--- src/rtl/can_buf_consts.svh ---
/*
  Constants of the programmable CAN message buffer block.
  Assumes inclusion by the top module only.
*/
`ifndef CAN_BUF_CONSTS_SVH
`define CAN_BUF_CONSTS_SVH
// ----------------------------------------------------------------
// Global register byte offsets
// ----------------------------------------------------------------
`define OFS_BSEL 12'h000
`define OFS_INT_STAT 12'h004
`define OFS_INT_EN 12'h008
`define OFS_INT_CLR 12'h00c
`define OFS_MODE 12'h010
// ----------------------------------------------------------------
// Per-buffer word index (buffer n at byte (n+1)*0x100)
// ----------------------------------------------------------------
`define IDX_CON 4'h0
`define IDX_SIDH 4'h1
`define IDX_SIDL 4'h2
`define IDX_EIDH 4'h3
`define IDX_EIDL 4'h4
`define IDX_DLC 4'h5
`define IDX_LAST 4'hd
// ----------------------------------------------------------------
// Field positions and masks
// ----------------------------------------------------------------
`define CON_DONE 7
`define CON_FULL 7
`define CON_ABT 6
`define CON_RXM 6
`define CON_LARB 5
`define CON_RTRRO 5
`define CON_ERR 4
`define CON_REQ 3
`define CON_AUTO_REMOTE_REPLY_ENABLE 2
`define SIDL_SRR 4
`define SIDL_EXT 3
`define DLC_RTR 6
`define MASK_SIDL_TX 8'heb
`define MASK_DLC_TX 8'h4f
`define MASK_DLC_RX 8'h7f
`define MASK_CON_RX 8'he0
// ----------------------------------------------------------------
// Reset values, results, answers
// ----------------------------------------------------------------
`define RST_BSEL 6'h00
`define RST_MODE 2'h0
`define RES_DONE 2'h0
`define RES_LARB 2'h1
`define RES_ERR 2'h2
`define RES_ABT 2'h3
`define RESP_OKAY 2'h0
`define RESP_SLVERR 2'h2
`endif

--- src/rtl/can_buf_pkg.sv ---
/*
  Types of the programmable CAN message buffer block.
  Assumes nothing beyond a SystemVerilog compiler.
*/
package can_buf_pkg;
  typedef enum logic [1:0] {W_IDLE = 2'b00, W_TAKE = 2'b01, W_RESP = 2'b11} wr_state_e;
  typedef enum logic [1:0] {R_IDLE = 2'b00, R_TAKE = 2'b01, R_DATA = 2'b11} rd_state_e;
  typedef logic [7:0] byte_t;
  typedef logic [28:0] can_id_t;
endpackage

--- src/rtl/can_msg_buffers.sv ---
/*
  Six programmable transmit/receive CAN message buffers behind an
  AXI4-Lite slave, with a frame engine port on the protocol side.
  Assumes a protocol engine that takes frames on tx_start and reports
  one tx_fin per started frame, and delivers received frames on rx_valid.
*/
`timescale 1ns/10ps
`include "can_buf_consts.svh"
module can_msg_buffers #(
  parameter int NBUF = 6
) (
  input wire logic sys_clk,
  input wire logic rst,
  input wire logic [11:0] s_axi_awaddr,
  input wire logic s_axi_awvalid,
  output logic s_axi_awready,
  input wire logic [31:0] s_axi_wdata,
  input wire logic [3:0] s_axi_wstrb,
  input wire logic s_axi_wvalid,
  output logic s_axi_wready,
  output logic [1:0] s_axi_bresp,
  output logic s_axi_bvalid,
  input wire logic s_axi_bready,
  input wire logic [11:0] s_axi_araddr,
  input wire logic s_axi_arvalid,
  output logic s_axi_arready,
  output logic [31:0] s_axi_rdata,
  output logic [1:0] s_axi_rresp,
  output logic s_axi_rvalid,
  input wire logic s_axi_rready,
  output logic tx_valid,
  output logic [2:0] tx_buf,
  output can_buf_pkg::can_id_t tx_id,
  output logic tx_ext,
  output logic tx_rtr,
  output logic [3:0] tx_dlc,
  output logic [63:0] tx_data,
  input wire logic tx_start,
  input wire logic tx_fin,
  input wire logic [1:0] tx_result,
  output logic tx_abort,
  input wire logic rx_valid,
  input wire can_buf_pkg::can_id_t rx_id,
  input wire logic rx_ext,
  input wire logic rx_rtr,
  input wire logic [3:0] rx_dlc,
  input wire logic [63:0] rx_data,
  output logic irq
);
  import can_buf_pkg::*;

  // ----------------------------------------------------------------
  // State
  // ----------------------------------------------------------------
  byte_t mem_r [NBUF][14];
  byte_t mem_nxt [NBUF][14];
  logic [5:0] bsel_r, bsel_nxt;
  logic [1:0] mode_r, mode_nxt;
  logic [11:0] stat_r, stat_nxt, en_r, en_nxt;
  logic fly_r, fly_nxt;
  logic [2:0] cur_r, cur_nxt;
  logic tx_valid_r, tx_valid_nxt, tx_abort_r, tx_abort_nxt, irq_r, irq_nxt;
  logic [2:0] tx_buf_r, tx_buf_nxt;
  can_id_t tx_id_r, tx_id_nxt;
  logic tx_ext_r, tx_ext_nxt, tx_rtr_r, tx_rtr_nxt;
  logic [3:0] tx_dlc_r, tx_dlc_nxt;
  logic [63:0] tx_data_r, tx_data_nxt;
  wr_state_e wst_r, wst_nxt;
  rd_state_e rst_r, rst_nxt;
  logic awready_r, awready_nxt, arready_r, arready_nxt;
  logic bvalid_r, bvalid_nxt, rvalid_r, rvalid_nxt;
  logic [1:0] bresp_r, bresp_nxt, rresp_r, rresp_nxt;
  logic [31:0] rdata_r, rdata_nxt;

  // ----------------------------------------------------------------
  // Per-buffer status vectors
  // ----------------------------------------------------------------
  logic on;
  logic [NBUF-1:0] locked, elig, rtr_hit, free;
  logic [1:0] pri [NBUF];
  assign on = (mode_r != 2'h0);

  // Identifier of a buffer from its four id bytes
  function automatic can_id_t id_of(input byte_t sh, input byte_t sl, input byte_t eh,
                                    input byte_t el);
    if (sl[`SIDL_EXT]) begin
      id_of = {sh, sl[7:5], sl[1:0], eh, el};
    end else begin
      id_of = {18'h00000, sh, sl[7:5]};
    end
  endfunction

  // Lock, arbitration eligibility, remote match and free receive slot
  genvar g;
  generate
    for (g = 0; g < NBUF; g++) begin : g_buf
      assign locked[g] = mem_r[g][0][`CON_REQ] | (fly_r && cur_r == 3'(g));
      assign elig[g] = on && bsel_r[g] && mem_r[g][0][`CON_REQ] && !fly_r;
      assign pri[g] = mem_r[g][0][1:0];
      assign rtr_hit[g] = bsel_r[g] && mem_r[g][0][`CON_AUTO_REMOTE_REPLY_ENABLE] && !mem_r[g][0][`CON_REQ]
        && (mem_r[g][2][`SIDL_EXT] == rx_ext)
        && (id_of(mem_r[g][1], mem_r[g][2], mem_r[g][3], mem_r[g][4]) ==
            (rx_ext ? rx_id : {18'h00000, rx_id[10:0]}));
      assign free[g] = !bsel_r[g] && !mem_r[g][0][`CON_FULL];
    end
  endgenerate

  // ----------------------------------------------------------------
  // Register bus decode
  // ----------------------------------------------------------------
  logic wr_go, w_buf_hit, r_buf_hit;
  logic [2:0] wb, rb;
  logic [3:0] wi, ri;
  assign wr_go = (wst_r == W_TAKE);
  assign wb = s_axi_awaddr[10:8] - 3'h1;
  assign wi = s_axi_awaddr[5:2];
  assign rb = s_axi_araddr[10:8] - 3'h1;
  assign ri = s_axi_araddr[5:2];
  assign w_buf_hit = s_axi_awaddr[10:8] >= 3'h1 && s_axi_awaddr[10:8] <= 3'(NBUF)
    && s_axi_awaddr[7:6] == 2'h0 && wi <= `IDX_LAST && s_axi_awaddr[11] == 1'b0;
  assign r_buf_hit = s_axi_araddr[10:8] >= 3'h1 && s_axi_araddr[10:8] <= 3'(NBUF)
    && s_axi_araddr[7:6] == 2'h0 && ri <= `IDX_LAST && s_axi_araddr[11] == 1'b0;

  // Software view of one buffer byte, masked by direction
  function automatic byte_t view(input logic tx, input logic [3:0] i, input byte_t v);
    if (tx) begin
      view = (i == `IDX_SIDL) ? (v & `MASK_SIDL_TX) :
             (i == `IDX_DLC) ? (v & `MASK_DLC_TX) : v;
    end else begin
      view = (i == `IDX_CON) ? (v & `MASK_CON_RX) :
             (i == `IDX_DLC) ? (v & `MASK_DLC_RX) : v;
    end
  endfunction

  // Bus channel sequencing and read data
  always_comb begin
    wst_nxt = wst_r;
    rst_nxt = rst_r;
    awready_nxt = 1'b0;
    arready_nxt = 1'b0;
    bvalid_nxt = bvalid_r;
    bresp_nxt = bresp_r;
    rvalid_nxt = rvalid_r;
    rresp_nxt = rresp_r;
    rdata_nxt = rdata_r;
    unique case (wst_r)
      W_IDLE: if (s_axi_awvalid && s_axi_wvalid) begin
        wst_nxt = W_TAKE;
        awready_nxt = 1'b1;
      end
      W_TAKE: begin
        wst_nxt = W_RESP;
        bvalid_nxt = 1'b1;
        bresp_nxt = (w_buf_hit || s_axi_awaddr <= `OFS_MODE) &&
                    s_axi_awaddr[1:0] == 2'h0 ? `RESP_OKAY : `RESP_SLVERR;
      end
      W_RESP: if (s_axi_bready) begin
        wst_nxt = W_IDLE;
        bvalid_nxt = 1'b0;
      end
    endcase
    unique case (rst_r)
      R_IDLE: if (s_axi_arvalid) begin
        rst_nxt = R_TAKE;
        arready_nxt = 1'b1;
      end
      R_TAKE: begin
        rst_nxt = R_DATA;
        rvalid_nxt = 1'b1;
        rresp_nxt = `RESP_OKAY;
        rdata_nxt = 32'h00000000;
        if (r_buf_hit) begin
          if (on) begin
            rdata_nxt = {24'h000000, view(bsel_r[rb], ri, mem_r[rb][ri])};
          end
        end else if (s_axi_araddr == `OFS_BSEL) begin
          rdata_nxt = {24'h000000, bsel_r, 2'b00};
        end else if (s_axi_araddr == `OFS_INT_STAT) begin
          rdata_nxt = {20'h00000, stat_r};
        end else if (s_axi_araddr == `OFS_INT_EN) begin
          rdata_nxt = {20'h00000, en_r};
        end else if (s_axi_araddr == `OFS_MODE) begin
          rdata_nxt = {30'h00000000, mode_r};
        end else if (s_axi_araddr != `OFS_INT_CLR) begin
          rresp_nxt = `RESP_SLVERR;
        end
      end
      R_DATA: if (s_axi_rready) begin
        rst_nxt = R_IDLE;
        rvalid_nxt = 1'b0;
      end
    endcase
  end

  // ----------------------------------------------------------------
  // Buffer contents, flags and interrupts
  // ----------------------------------------------------------------
  logic [11:0] ev;
  logic loaded;
  always_comb begin
    mem_nxt = mem_r;
    bsel_nxt = bsel_r;
    mode_nxt = mode_r;
    en_nxt = en_r;
    fly_nxt = fly_r;
    cur_nxt = cur_r;
    tx_abort_nxt = 1'b0;
    ev = 12'h000;
    loaded = 1'b0;
    stat_nxt = stat_r;
    // Software write first, hardware events afterwards so sets win
    if (wr_go && s_axi_wstrb[0]) begin
      if (w_buf_hit && on) begin
        if (!bsel_r[wb]) begin
          if (wi == `IDX_CON) begin
            mem_nxt[wb][0][`CON_FULL] = mem_r[wb][0][`CON_FULL] & s_axi_wdata[7];
            mem_nxt[wb][0][`CON_RXM] = s_axi_wdata[6];
          end
        end else if (locked[wb]) begin
          if (wi == `IDX_CON && mem_r[wb][0][`CON_REQ] && !s_axi_wdata[`CON_REQ]) begin
            mem_nxt[wb][0][`CON_REQ] = 1'b0;
            // A frame taken by the engine in this very cycle is already on its way
            if ((fly_r && cur_r == wb) || (tx_start && tx_valid_r && tx_buf_r == wb)) begin
              tx_abort_nxt = 1'b1;
            end else begin
              mem_nxt[wb][0][`CON_ABT] = 1'b1;
            end
          end
        end else if (wi == `IDX_CON) begin
          mem_nxt[wb][0] = {mem_r[wb][0][7] & s_axi_wdata[7], mem_r[wb][0][6:4],
                            s_axi_wdata[3:0]};
          if (s_axi_wdata[`CON_REQ]) begin
            mem_nxt[wb][0][7:4] = 4'h0;
          end
        end else if (wi == `IDX_SIDL) begin
          mem_nxt[wb][wi] = s_axi_wdata[7:0] & `MASK_SIDL_TX;
        end else if (wi == `IDX_DLC) begin
          mem_nxt[wb][wi] = s_axi_wdata[7:0] & `MASK_DLC_TX;
        end else begin
          mem_nxt[wb][wi] = s_axi_wdata[7:0];
        end
      end else if (s_axi_awaddr == `OFS_BSEL) begin
        bsel_nxt = s_axi_wdata[7:2];
      end else if (s_axi_awaddr == `OFS_INT_EN) begin
        en_nxt = s_axi_wdata[11:0];
      end else if (s_axi_awaddr == `OFS_INT_CLR) begin
        stat_nxt = stat_r & ~s_axi_wdata[11:0];
      end else if (s_axi_awaddr == `OFS_MODE) begin
        mode_nxt = s_axi_wdata[1:0];
      end
    end
    // Engine takes the offered frame
    if (tx_start && tx_valid_r) begin
      fly_nxt = 1'b1;
      cur_nxt = tx_buf_r;
    end
    // Engine reports the end of the frame in flight
    if (tx_fin && fly_r) begin
      fly_nxt = 1'b0;
      unique case (tx_result)
        `RES_DONE: begin
          mem_nxt[cur_r][0][`CON_REQ] = 1'b0;
          mem_nxt[cur_r][0][`CON_DONE] = 1'b1;
          ev[cur_r] = 1'b1;
        end
        `RES_LARB: mem_nxt[cur_r][0][`CON_LARB] = 1'b1;
        `RES_ERR: mem_nxt[cur_r][0][`CON_ERR] = 1'b1;
        `RES_ABT: begin
          mem_nxt[cur_r][0][`CON_REQ] = 1'b0;
          mem_nxt[cur_r][0][`CON_ABT] = 1'b1;
        end
      endcase
    end
    // Received frame: auto reply first, else load the first free buffer
    if (rx_valid && on) begin
      if (rx_rtr && |rtr_hit) begin
        for (int i = 0; i < NBUF; i++) begin
          if (rtr_hit[i]) begin
            mem_nxt[i][0][`CON_REQ] = 1'b1;
            mem_nxt[i][0][7:4] = 4'h0;
          end
        end
      end else begin
        for (int i = 0; i < NBUF; i++) begin
          if (free[i] && !loaded) begin
            loaded = 1'b1;
            ev[6 + i] = 1'b1;
            mem_nxt[i][0] = {1'b1, mem_nxt[i][0][6], rx_rtr, 5'h00};
            mem_nxt[i][1] = rx_ext ? rx_id[28:21] : rx_id[10:3];
            mem_nxt[i][2] = rx_ext ? {rx_id[20:18], 2'b11, 1'b0, rx_id[17:16]}
                                   : {rx_id[2:0], rx_rtr, 4'h0};
            mem_nxt[i][3] = rx_ext ? rx_id[15:8] : 8'h00;
            mem_nxt[i][4] = rx_ext ? rx_id[7:0] : 8'h00;
            mem_nxt[i][5] = {1'b0, rx_rtr, 2'b00, rx_dlc};
            for (int k = 0; k < 8; k++) begin
              mem_nxt[i][6 + k] = rx_data[8 * k +: 8];
            end
          end
        end
      end
    end
    stat_nxt = stat_nxt | ev;
    irq_nxt = |(stat_r & en_r);
  end

  // ----------------------------------------------------------------
  // Transmit arbitration and frame image
  // ----------------------------------------------------------------
  logic found;
  logic [1:0] best;
  always_comb begin
    found = 1'b0;
    best = 2'h0;
    tx_buf_nxt = tx_buf_r;
    for (int i = 0; i < NBUF; i++) begin
      if (elig[i] && (!found || pri[i] > best)) begin
        found = 1'b1;
        best = pri[i];
        tx_buf_nxt = 3'(i);
      end
    end
    tx_valid_nxt = found && !(tx_start && tx_valid_r);
    tx_id_nxt = id_of(mem_r[tx_buf_nxt][1], mem_r[tx_buf_nxt][2], mem_r[tx_buf_nxt][3],
                      mem_r[tx_buf_nxt][4]);
    tx_ext_nxt = mem_r[tx_buf_nxt][2][`SIDL_EXT];
    tx_rtr_nxt = mem_r[tx_buf_nxt][5][`DLC_RTR];
    tx_dlc_nxt = mem_r[tx_buf_nxt][5][3:0];
    for (int k = 0; k < 8; k++) begin
      tx_data_nxt[8 * k +: 8] = mem_r[tx_buf_nxt][6 + k];
    end
  end

  // Register every group
  always_ff @(posedge sys_clk or posedge rst) begin
    if (rst) begin
      for (int i = 0; i < NBUF; i++) begin
        for (int j = 0; j < 14; j++) begin
          mem_r[i][j] <= 8'h00;
        end
      end
      bsel_r <= `RST_BSEL;
      mode_r <= `RST_MODE;
      stat_r <= 12'h000;
      en_r <= 12'h000;
      fly_r <= 1'b0;
      cur_r <= 3'h0;
      tx_abort_r <= 1'b0;
      irq_r <= 1'b0;
      tx_valid_r <= 1'b0;
      tx_buf_r <= 3'h0;
      tx_id_r <= 29'h00000000;
      tx_ext_r <= 1'b0;
      tx_rtr_r <= 1'b0;
      tx_dlc_r <= 4'h0;
      tx_data_r <= 64'h0000000000000000;
      wst_r <= W_IDLE;
      rst_r <= R_IDLE;
      awready_r <= 1'b0;
      arready_r <= 1'b0;
      bvalid_r <= 1'b0;
      rvalid_r <= 1'b0;
      bresp_r <= `RESP_OKAY;
      rresp_r <= `RESP_OKAY;
      rdata_r <= 32'h00000000;
    end else begin
      mem_r <= mem_nxt;
      bsel_r <= bsel_nxt;
      mode_r <= mode_nxt;
      stat_r <= stat_nxt;
      en_r <= en_nxt;
      fly_r <= fly_nxt;
      cur_r <= cur_nxt;
      tx_abort_r <= tx_abort_nxt;
      irq_r <= irq_nxt;
      tx_valid_r <= tx_valid_nxt;
      tx_buf_r <= tx_buf_nxt;
      tx_id_r <= tx_id_nxt;
      tx_ext_r <= tx_ext_nxt;
      tx_rtr_r <= tx_rtr_nxt;
      tx_dlc_r <= tx_dlc_nxt;
      tx_data_r <= tx_data_nxt;
      wst_r <= wst_nxt;
      rst_r <= rst_nxt;
      awready_r <= awready_nxt;
      arready_r <= arready_nxt;
      bvalid_r <= bvalid_nxt;
      rvalid_r <= rvalid_nxt;
      bresp_r <= bresp_nxt;
      rresp_r <= rresp_nxt;
      rdata_r <= rdata_nxt;
    end
  end

  // Outputs straight from flops
  assign s_axi_awready = awready_r;
  assign s_axi_wready = awready_r;
  assign s_axi_bvalid = bvalid_r;
  assign s_axi_bresp = bresp_r;
  assign s_axi_arready = arready_r;
  assign s_axi_rvalid = rvalid_r;
  assign s_axi_rresp = rresp_r;
  assign s_axi_rdata = rdata_r;
  assign tx_valid = tx_valid_r;
  assign tx_buf = tx_buf_r;
  assign tx_id = tx_id_r;
  assign tx_ext = tx_ext_r;
  assign tx_rtr = tx_rtr_r;
  assign tx_dlc = tx_dlc_r;
  assign tx_data = tx_data_r;
  assign tx_abort = tx_abort_r;
  assign irq = irq_r;
endmodule

--- config.mk ---
export PLATFORM = sky130hd
export DESIGN_NAME = can_msg_buffers
export DESIGN_NICKNAME = d
export VERILOG_FILES = /design/src/rtl/can_buf_pkg.sv /design/src/rtl/can_msg_buffers.sv
export VERILOG_INCLUDE_DIRS = /design/src /design/src/rtl
export SDC_FILE = /design/constraint.sdc
export NUM_CORES = 2
export LEC_CHECK = 0
export BUFFER_PORTS_ARGS = -buffer_cell sky130_fd_sc_hd__buf_2
export CAP_MARGIN = 20
export CORE_ASPECT_RATIO = 2
export CORE_UTILIZATION = 33
export CTS_CLUSTER_DIAMETER = 120
export CTS_CLUSTER_SIZE = 12
export DETAILED_ROUTE_END_ITERATION = 7
export RECOVER_POWER = 25
export SLEW_MARGIN = 10
export SYNTH_ARGS = -nofsm -noshare
export SYNTH_HDL_FRONTEND = slang
export SYNTH_SLANG_ARGS = --single-unit
--- constraint.sdc ---
create_clock -name sys_clk -period 32.5 [get_ports sys_clk]
set_input_delay 1.625 -clock sys_clk [delete_from_list [all_inputs] [get_ports sys_clk]]
set_output_delay 1.625 -clock sys_clk [all_outputs]
set_load 0.05 [all_outputs]
-- Word level (Yosys, flattened, before mapping)
Index checks and enable logic that the tools add are counted.
- bits in registers: 857
- bits in latches: 0
- RAM bits: 0
- memory bits (read-only): 0
- bits of input ports: 171
- memories kept: 0
- add/sub/neg operators: 2
- $mul: 0
- div/mod/pow operators: 0
- $lt $le $gt $ge: 25
- equality and inequality tests: 41
- shift-type cells: 0
- muxes and demuxes: 188
- bitwise gates (word level): 32
- reduce and logical (&&, ||, !) cells: 151
- operators with widths (operator ; number):
    $mux W672 ; 13
    $bwmux W672 ; 7
    $demux W112 S3 ; 11
    $or A672 B672 Y672 ; 5
    $pmux W672 S4 ; 1
    $mux W112 ; 15
    $and A672 B672 Y672 ; 2
    $not A672 Y672 ; 2
    $bmux W112 S3 ; 3
    $mux W107 ; 6
    $mux W29 ; 8
    $mux W111 ; 2
    $mux W108 ; 2
    $mux W104 ; 2
    $eq A29 B29 Y1 ; 6
    $mux W8 ; 15
    $mux W110 ; 1
    $mux W109 ; 1
    $mux W12 ; 8
    $logic_and A1 B1 Y1 ; 89
    $mux W5 ; 12
    $mux W1 ; 45
    $eq A12 B4 Y1 const B ; 3
    $mux W2 ; 17
    55 further kinds ; 163

-- Longest topological paths before layout
- depth in word-level cells: 34
- depth in mapped cells: 41

-- Least setup slack after synthesis
OpenSTA, ideal clock, no wires.
- path kind: register -> register
- from: register fly_r
- to: register tx_id_r[0], in the netlist tx_id[0]
- arrival: 8111 ps
- required time: 32375 ps
- slack: 24265 ps
- stages on the path, launching flop included: 38
- buffers on the path: 4
- period minus slack after synthesis: 8235 ps
- cells stage by stage: dfrtp_1 clkbuf_1 o21bai_1 nor2_1 nand2_1 ha_1 nor2b_1 o21ai_0 a311oi_2 mux2_2 ha_1 nand2_1 o21ai_0 a211oi_1 mux2_2 ha_1 nand2_1 o21ai_0 (+2 left out) mux2_2 ha_1 nand2_1 o21ai_0 a211o_1 a21o_1 ha_1 nor2b_1 o21ai_0 a21oi_1 inv_1 and3_1 clkbuf_1 clkinv_1 nand2_1 o22ai_1 clkbuf_1 mux2_2
- cells in the longest elaborated chain, start to end: 28
- elaborated cells between the ends (all ways): 48
- those cells by class: order compare (5); mux (20); bitwise (1); reduce/logical (22)
- ends and longest elaborated chain (element ; RTL line ; RTL):
    from (decl) ; can_msg_buffers.sv:60 ; logic fly_r, fly_nxt;
    from (signal assigned) ; can_msg_buffers.sv:371 ; fly_r <= fly_nxt;
    $logic_not A1 Y1 (*) ; can_msg_buffers.sv:98 ; assign elig[g] = on && bsel_r[g] && mem_r[g][0][`CON_REQ] && !fly_r;
    $logic_and A1 B1 Y1 ; can_msg_buffers.sv:98 ;
    $mux W2 or $mux W1 (tied branches) ; can_msg_buffers.sv:316 ; if (elig[i] && (!found || pri[i] > best)) begin
    $gt A2 B2 Y1 or $logic_not A1 Y1 (tied branches) ; can_msg_buffers.sv:316 ;
    $logic_or A1 B1 Y1 ; can_msg_buffers.sv:316 ;
    $logic_and A1 B1 Y1 ; can_msg_buffers.sv:316 ;
    $mux W2 or $mux W1 (tied branches) ; can_msg_buffers.sv:316 ;
    $gt A2 B2 Y1 or $logic_not A1 Y1 (tied branches) ; can_msg_buffers.sv:316 ;
    (+12 left out) ; -- ;
    $logic_or A1 B1 Y1 ; can_msg_buffers.sv:316 ;
    $logic_and A1 B1 Y1 ; can_msg_buffers.sv:316 ;
    $mux W3 (*) ; can_msg_buffers.sv:316 ;
    $not A3 Y4 (implied by the code) (*) ; can_msg_buffers.sv:323, can_msg_buffers.sv:324 ;
    $bmux W112 S3 (*) ; can_msg_buffers.sv:323, can_msg_buffers.sv:324 ;
    $mux W104 (*) (2 in a row) ; -- ;
    $mux W29 (*) ; can_msg_buffers.sv:86 ; if (sl[`SIDL_EXT]) begin
    named net tx_id_nxt[0] ; can_msg_buffers.sv:64 ; can_id_t tx_id_r, tx_id_nxt;
    to (signal assigned) ; can_msg_buffers.sv:377 ; tx_id_r <= tx_id_nxt;
    to (decl) ; can_msg_buffers.sv:64 ;
Mark *: on every way through the listed nets, which the timed path passes. The rest lies on a longest branch. The select of a mux whose other input is x is not followed.
A chain may end at the register's enable or synchronous reset.

==> flow_summary.yaml <==
outcome:
  status: "finished with violations"
  violations: "capacitance limit, slew limit"
final_layout:
  syn_to_final_growth_pct: 9.67
  layout.nets: 5435
  drive_gt1_share_pct: 24.6
sta:
  setup_ws_ps: 17240
  rsz0062_at_grt: "no"
  fmax_ghz: 0.0655
  fin_skew_ps: 57.7
  finalHoldViolCount: 0
  fin_crit_ps: 15260
  relSlewSlack_pct: -507
  fin_crit_sh_pct: 47.0
  fin_tns_setup_ps: 0
  worst_hold_slack_ps: 467
  tightest_slew_ps: 9110
  slew_viol_final: 426
  finalSetupViolations: 0
clock_tree:
  cts.sinks: 829
  tritoncts: "built"
  root_buffer: "clkbuf_16"
  clk_latency_ps: 720
  htreeDepth: 3
  clkTransAtPathRegs_ps: 60
  cts_resized: 0
  cts_buffers: 79
  clk_path_buf_depth: 3
  cts_hold_buf: 0
  post-cts-setup-buffer-count: 0
floorplan:
  coreArea_sq_um: 165000
  num_rows: 211
  fp.dieH_um: 578
  die_w_um: 290
  ioPinCount: 317
  die-area_sq_um: 167000
  start_util_pct: 33.2
logic_synthesis:
  synth_seq_cells: 829
  yosysSeqAreaShare_pct: 37.9
  synthSimpleGateAreaFrac_pct: 10.6
  synth_edf_count: 0
  synth_cell_types: 93
  netlist.area_leader.share_pct: 37.9
  synth_top_family_by_area: "multiplexers"
  synth-adder-area-share_pct: 0.435
  syn_area_per_cell_sq_um: 10.5
  syn_inst: 5204
  synth_area_sq_um: 54700
  synth-compound-area-share_pct: 11.1
  synth_warnings: 0
  yosysTopAreaCell: "dfrtp_1"
  synth-xor-area-share_pct: 2.08
  synthMuxAreaShare_pct: 33.3
  ys_async_sr_fraction_pct: 100
  synthFlopType: "dfrtp_1"
  yosys-top-cells-area: "dfrtp_1, mux2_2, mux2i_1, mux4_2, o21ai_0"
route:
  drc: 0
  drtIter0Drc: 4752
  drt-total-wl_um: 269000
  num_vias: 47000
  routedWlPerCell_um: 36.3
  drt.antenna.violating_nets: 0
  first_pass_iters: 6
  viasPerCell: 6.35
setup_path:
  cpPeakStageDelay_ps: 6610
  worstSetupPathType: "in2async"
  r2r_start: "mode_r[1]"
  ff2ff_path_depth: 39
  critical_path_depth: 8
  required_ps: 33200
  crit_path_start_kind: "input port"
  cpMostUsedCell: "buf_4"
  r2r_end: "tx_data[10]"
  critPathTopFamily: "buffers and inverters"
  cp_max_fo: 158
  crit_path_end_kind: "async pin"
  ff2ff_setup_slack_ps: 19840
  crit_buf_inv: 8
  startpoint: "rst"
  cp.arrival_ps: 15970
  crit_path_top_delay_cell: "clkbuf_1"
  cp-endpoint: "mem_r[525]"
  path_cells: "buf_2 -> clkinvlp_2 -> clkbuf_1 -> buf_4 -> buf_4 -> buf_16 -> buf_4 -> buf_4"
min_path:
  hold-path-cell-count: 1
  hp-class: "reg2reg"
global_route:
  grt_pass1_wl_um: 374000
  grt_start_max_net_pins: 159
  first_global_vias: 46600
  grt_overflow: 0
  antenna_found_initial: 61
  grt.total_usage_pct: 31.7
power:
  power_leakage_nw: 26.4
  ir_drop_mv: 0.0390
  p_per_area_nw_per_um2: 37.4
placed_design:
  gp_congestion: 1.03
  pre_cts_slack_ps: 20000
  hpwl_um: 188000
  port_buffers: 271
job:
  drv_cap: 4
synthesized netlist by cell type, types with 36 or more instances:
cell type and count:
nor4bb_1 42, mux2i_1 683, clkbuf_1 261, buf_2 114
buf_4 57, a21oi_1 125, mux2_1 68, a211oi_1 54
nand2_1 482, xor2_1 48, o21ai_0 432, o22ai_1 127
nor3b_1 38, nor2_1 194, mux4_2 157, mux2_2 628
nor3_1 74, a31oi_1 51, dfrtp_1 829, xnor2_1 80
and2_1 36, nand3_1 112
power breakdown:
group	switching, W	leakage, nW	internal, W
Sequential	0.0000165	11.5	0.00105
Combinational	0.000227	13.9	0.0000721
Clock	0.000430	1.04	0.000451
state kept, by name, indices dropped and copies added, names as in the netlist, 2 cells and up:
| register | count |
|---|---|
| mode_r | 2 |
| en_r | 12 |
| tx_dlc | 4 |
| bsel_r | 6 |
| s_axi_rdata | 12 |
| tx_data | 64 |
| stat_r | 12 |
| mem_r | 666 |
| wst_r | 2 |
| tx_buf | 3 |
| tx_id | 29 |
| rst_r | 2 |
| cur_r | 3 |
metal layers:
layer,wire length (um),vias to the layer above,track usage (%)
met1,88100,23800,32.5
met3,22700,1111,8.02
li1,-,19300,-
met4,32500,42,30.7
met2,126000,2806,52.3
met5,322,-,0
kinds of logic after synthesis:
logic type / Yosys count
flops: 829
other cells: 1
compound gates: 994
mux: 1537
buf+inv: 516
xor+xnor: 129
fa+ha+maj: 19
simple gates: 1179
cell usage in the layout (no fill, tap or decap), types with 17 or more instances in the layout:
cell,n
a211oi_1,54
a2bb2oi_1,17
clkbuf_16,83
nand2b_1,22
xor2_1,47
o21ai_0,432
buf_2,215
o22ai_1,126
and2_1,37
a31oi_1,51
nand4_1,35
mux2_1,68
diode_2,27
mux2_2,628
mux2i_1,683
nor4_1,32
nor4bb_1,42
o221ai_1,27
nand2_1,477
dfrtp_1,826
nor2b_1,21
inv_1,33
mux4_2,157
xnor2_1,80
nor2_1,190
buf_4,132
nor3_1,71
and3_1,27
a21oi_1,125
nand3_1,109
ha_1,18
nor3b_1,38
clkbuf_1,61
conb_1,22
final cells by class:
type	instances	area, sq um
fill	16500	105000
multi-input combinational	3880	31800
sequential	829	20700
tap	2130	2670
timing repair buffer	415	2450
clock buffer	85	2080
inverter	40	155
antenna	27	67.6
clock inverter	4	37.5
how the worst min path moves through the flow:
| stage | startpoint | endpoint | slack, ps |
|---|---|---|---|
| 3_5_place_dp | rst_r[1] | s_axi_arready | 460 |
| 5_1_grt | rst_r[1] | s_axi_arready | 500 |
| 3_3_place_gp | rst_r[1] | s_axi_arready | 450 |
| 2_1_floorplan | rst_r[1] | s_axi_arready | 440 |
| 6_report | rst_r[1] | s_axi_arready | 470 |
| 4_1_cts | rst_r[1] | s_axi_arready | 480 |
stage by stage:
stage                     std cells  power (W)  util [%]  area, sq um
after floorplan                5225    0.00125         -        54800
after global placement         7280    0.00137      35.0        57700
after detailed placement       7282    0.00137      35.0        57700
after CTS                      7371    0.00224      36.3        59800
after global routing           7392    0.00230      36.4        59900
final                          7410    0.00224      36.4        60000
Power figures use the tool's default switching activity.
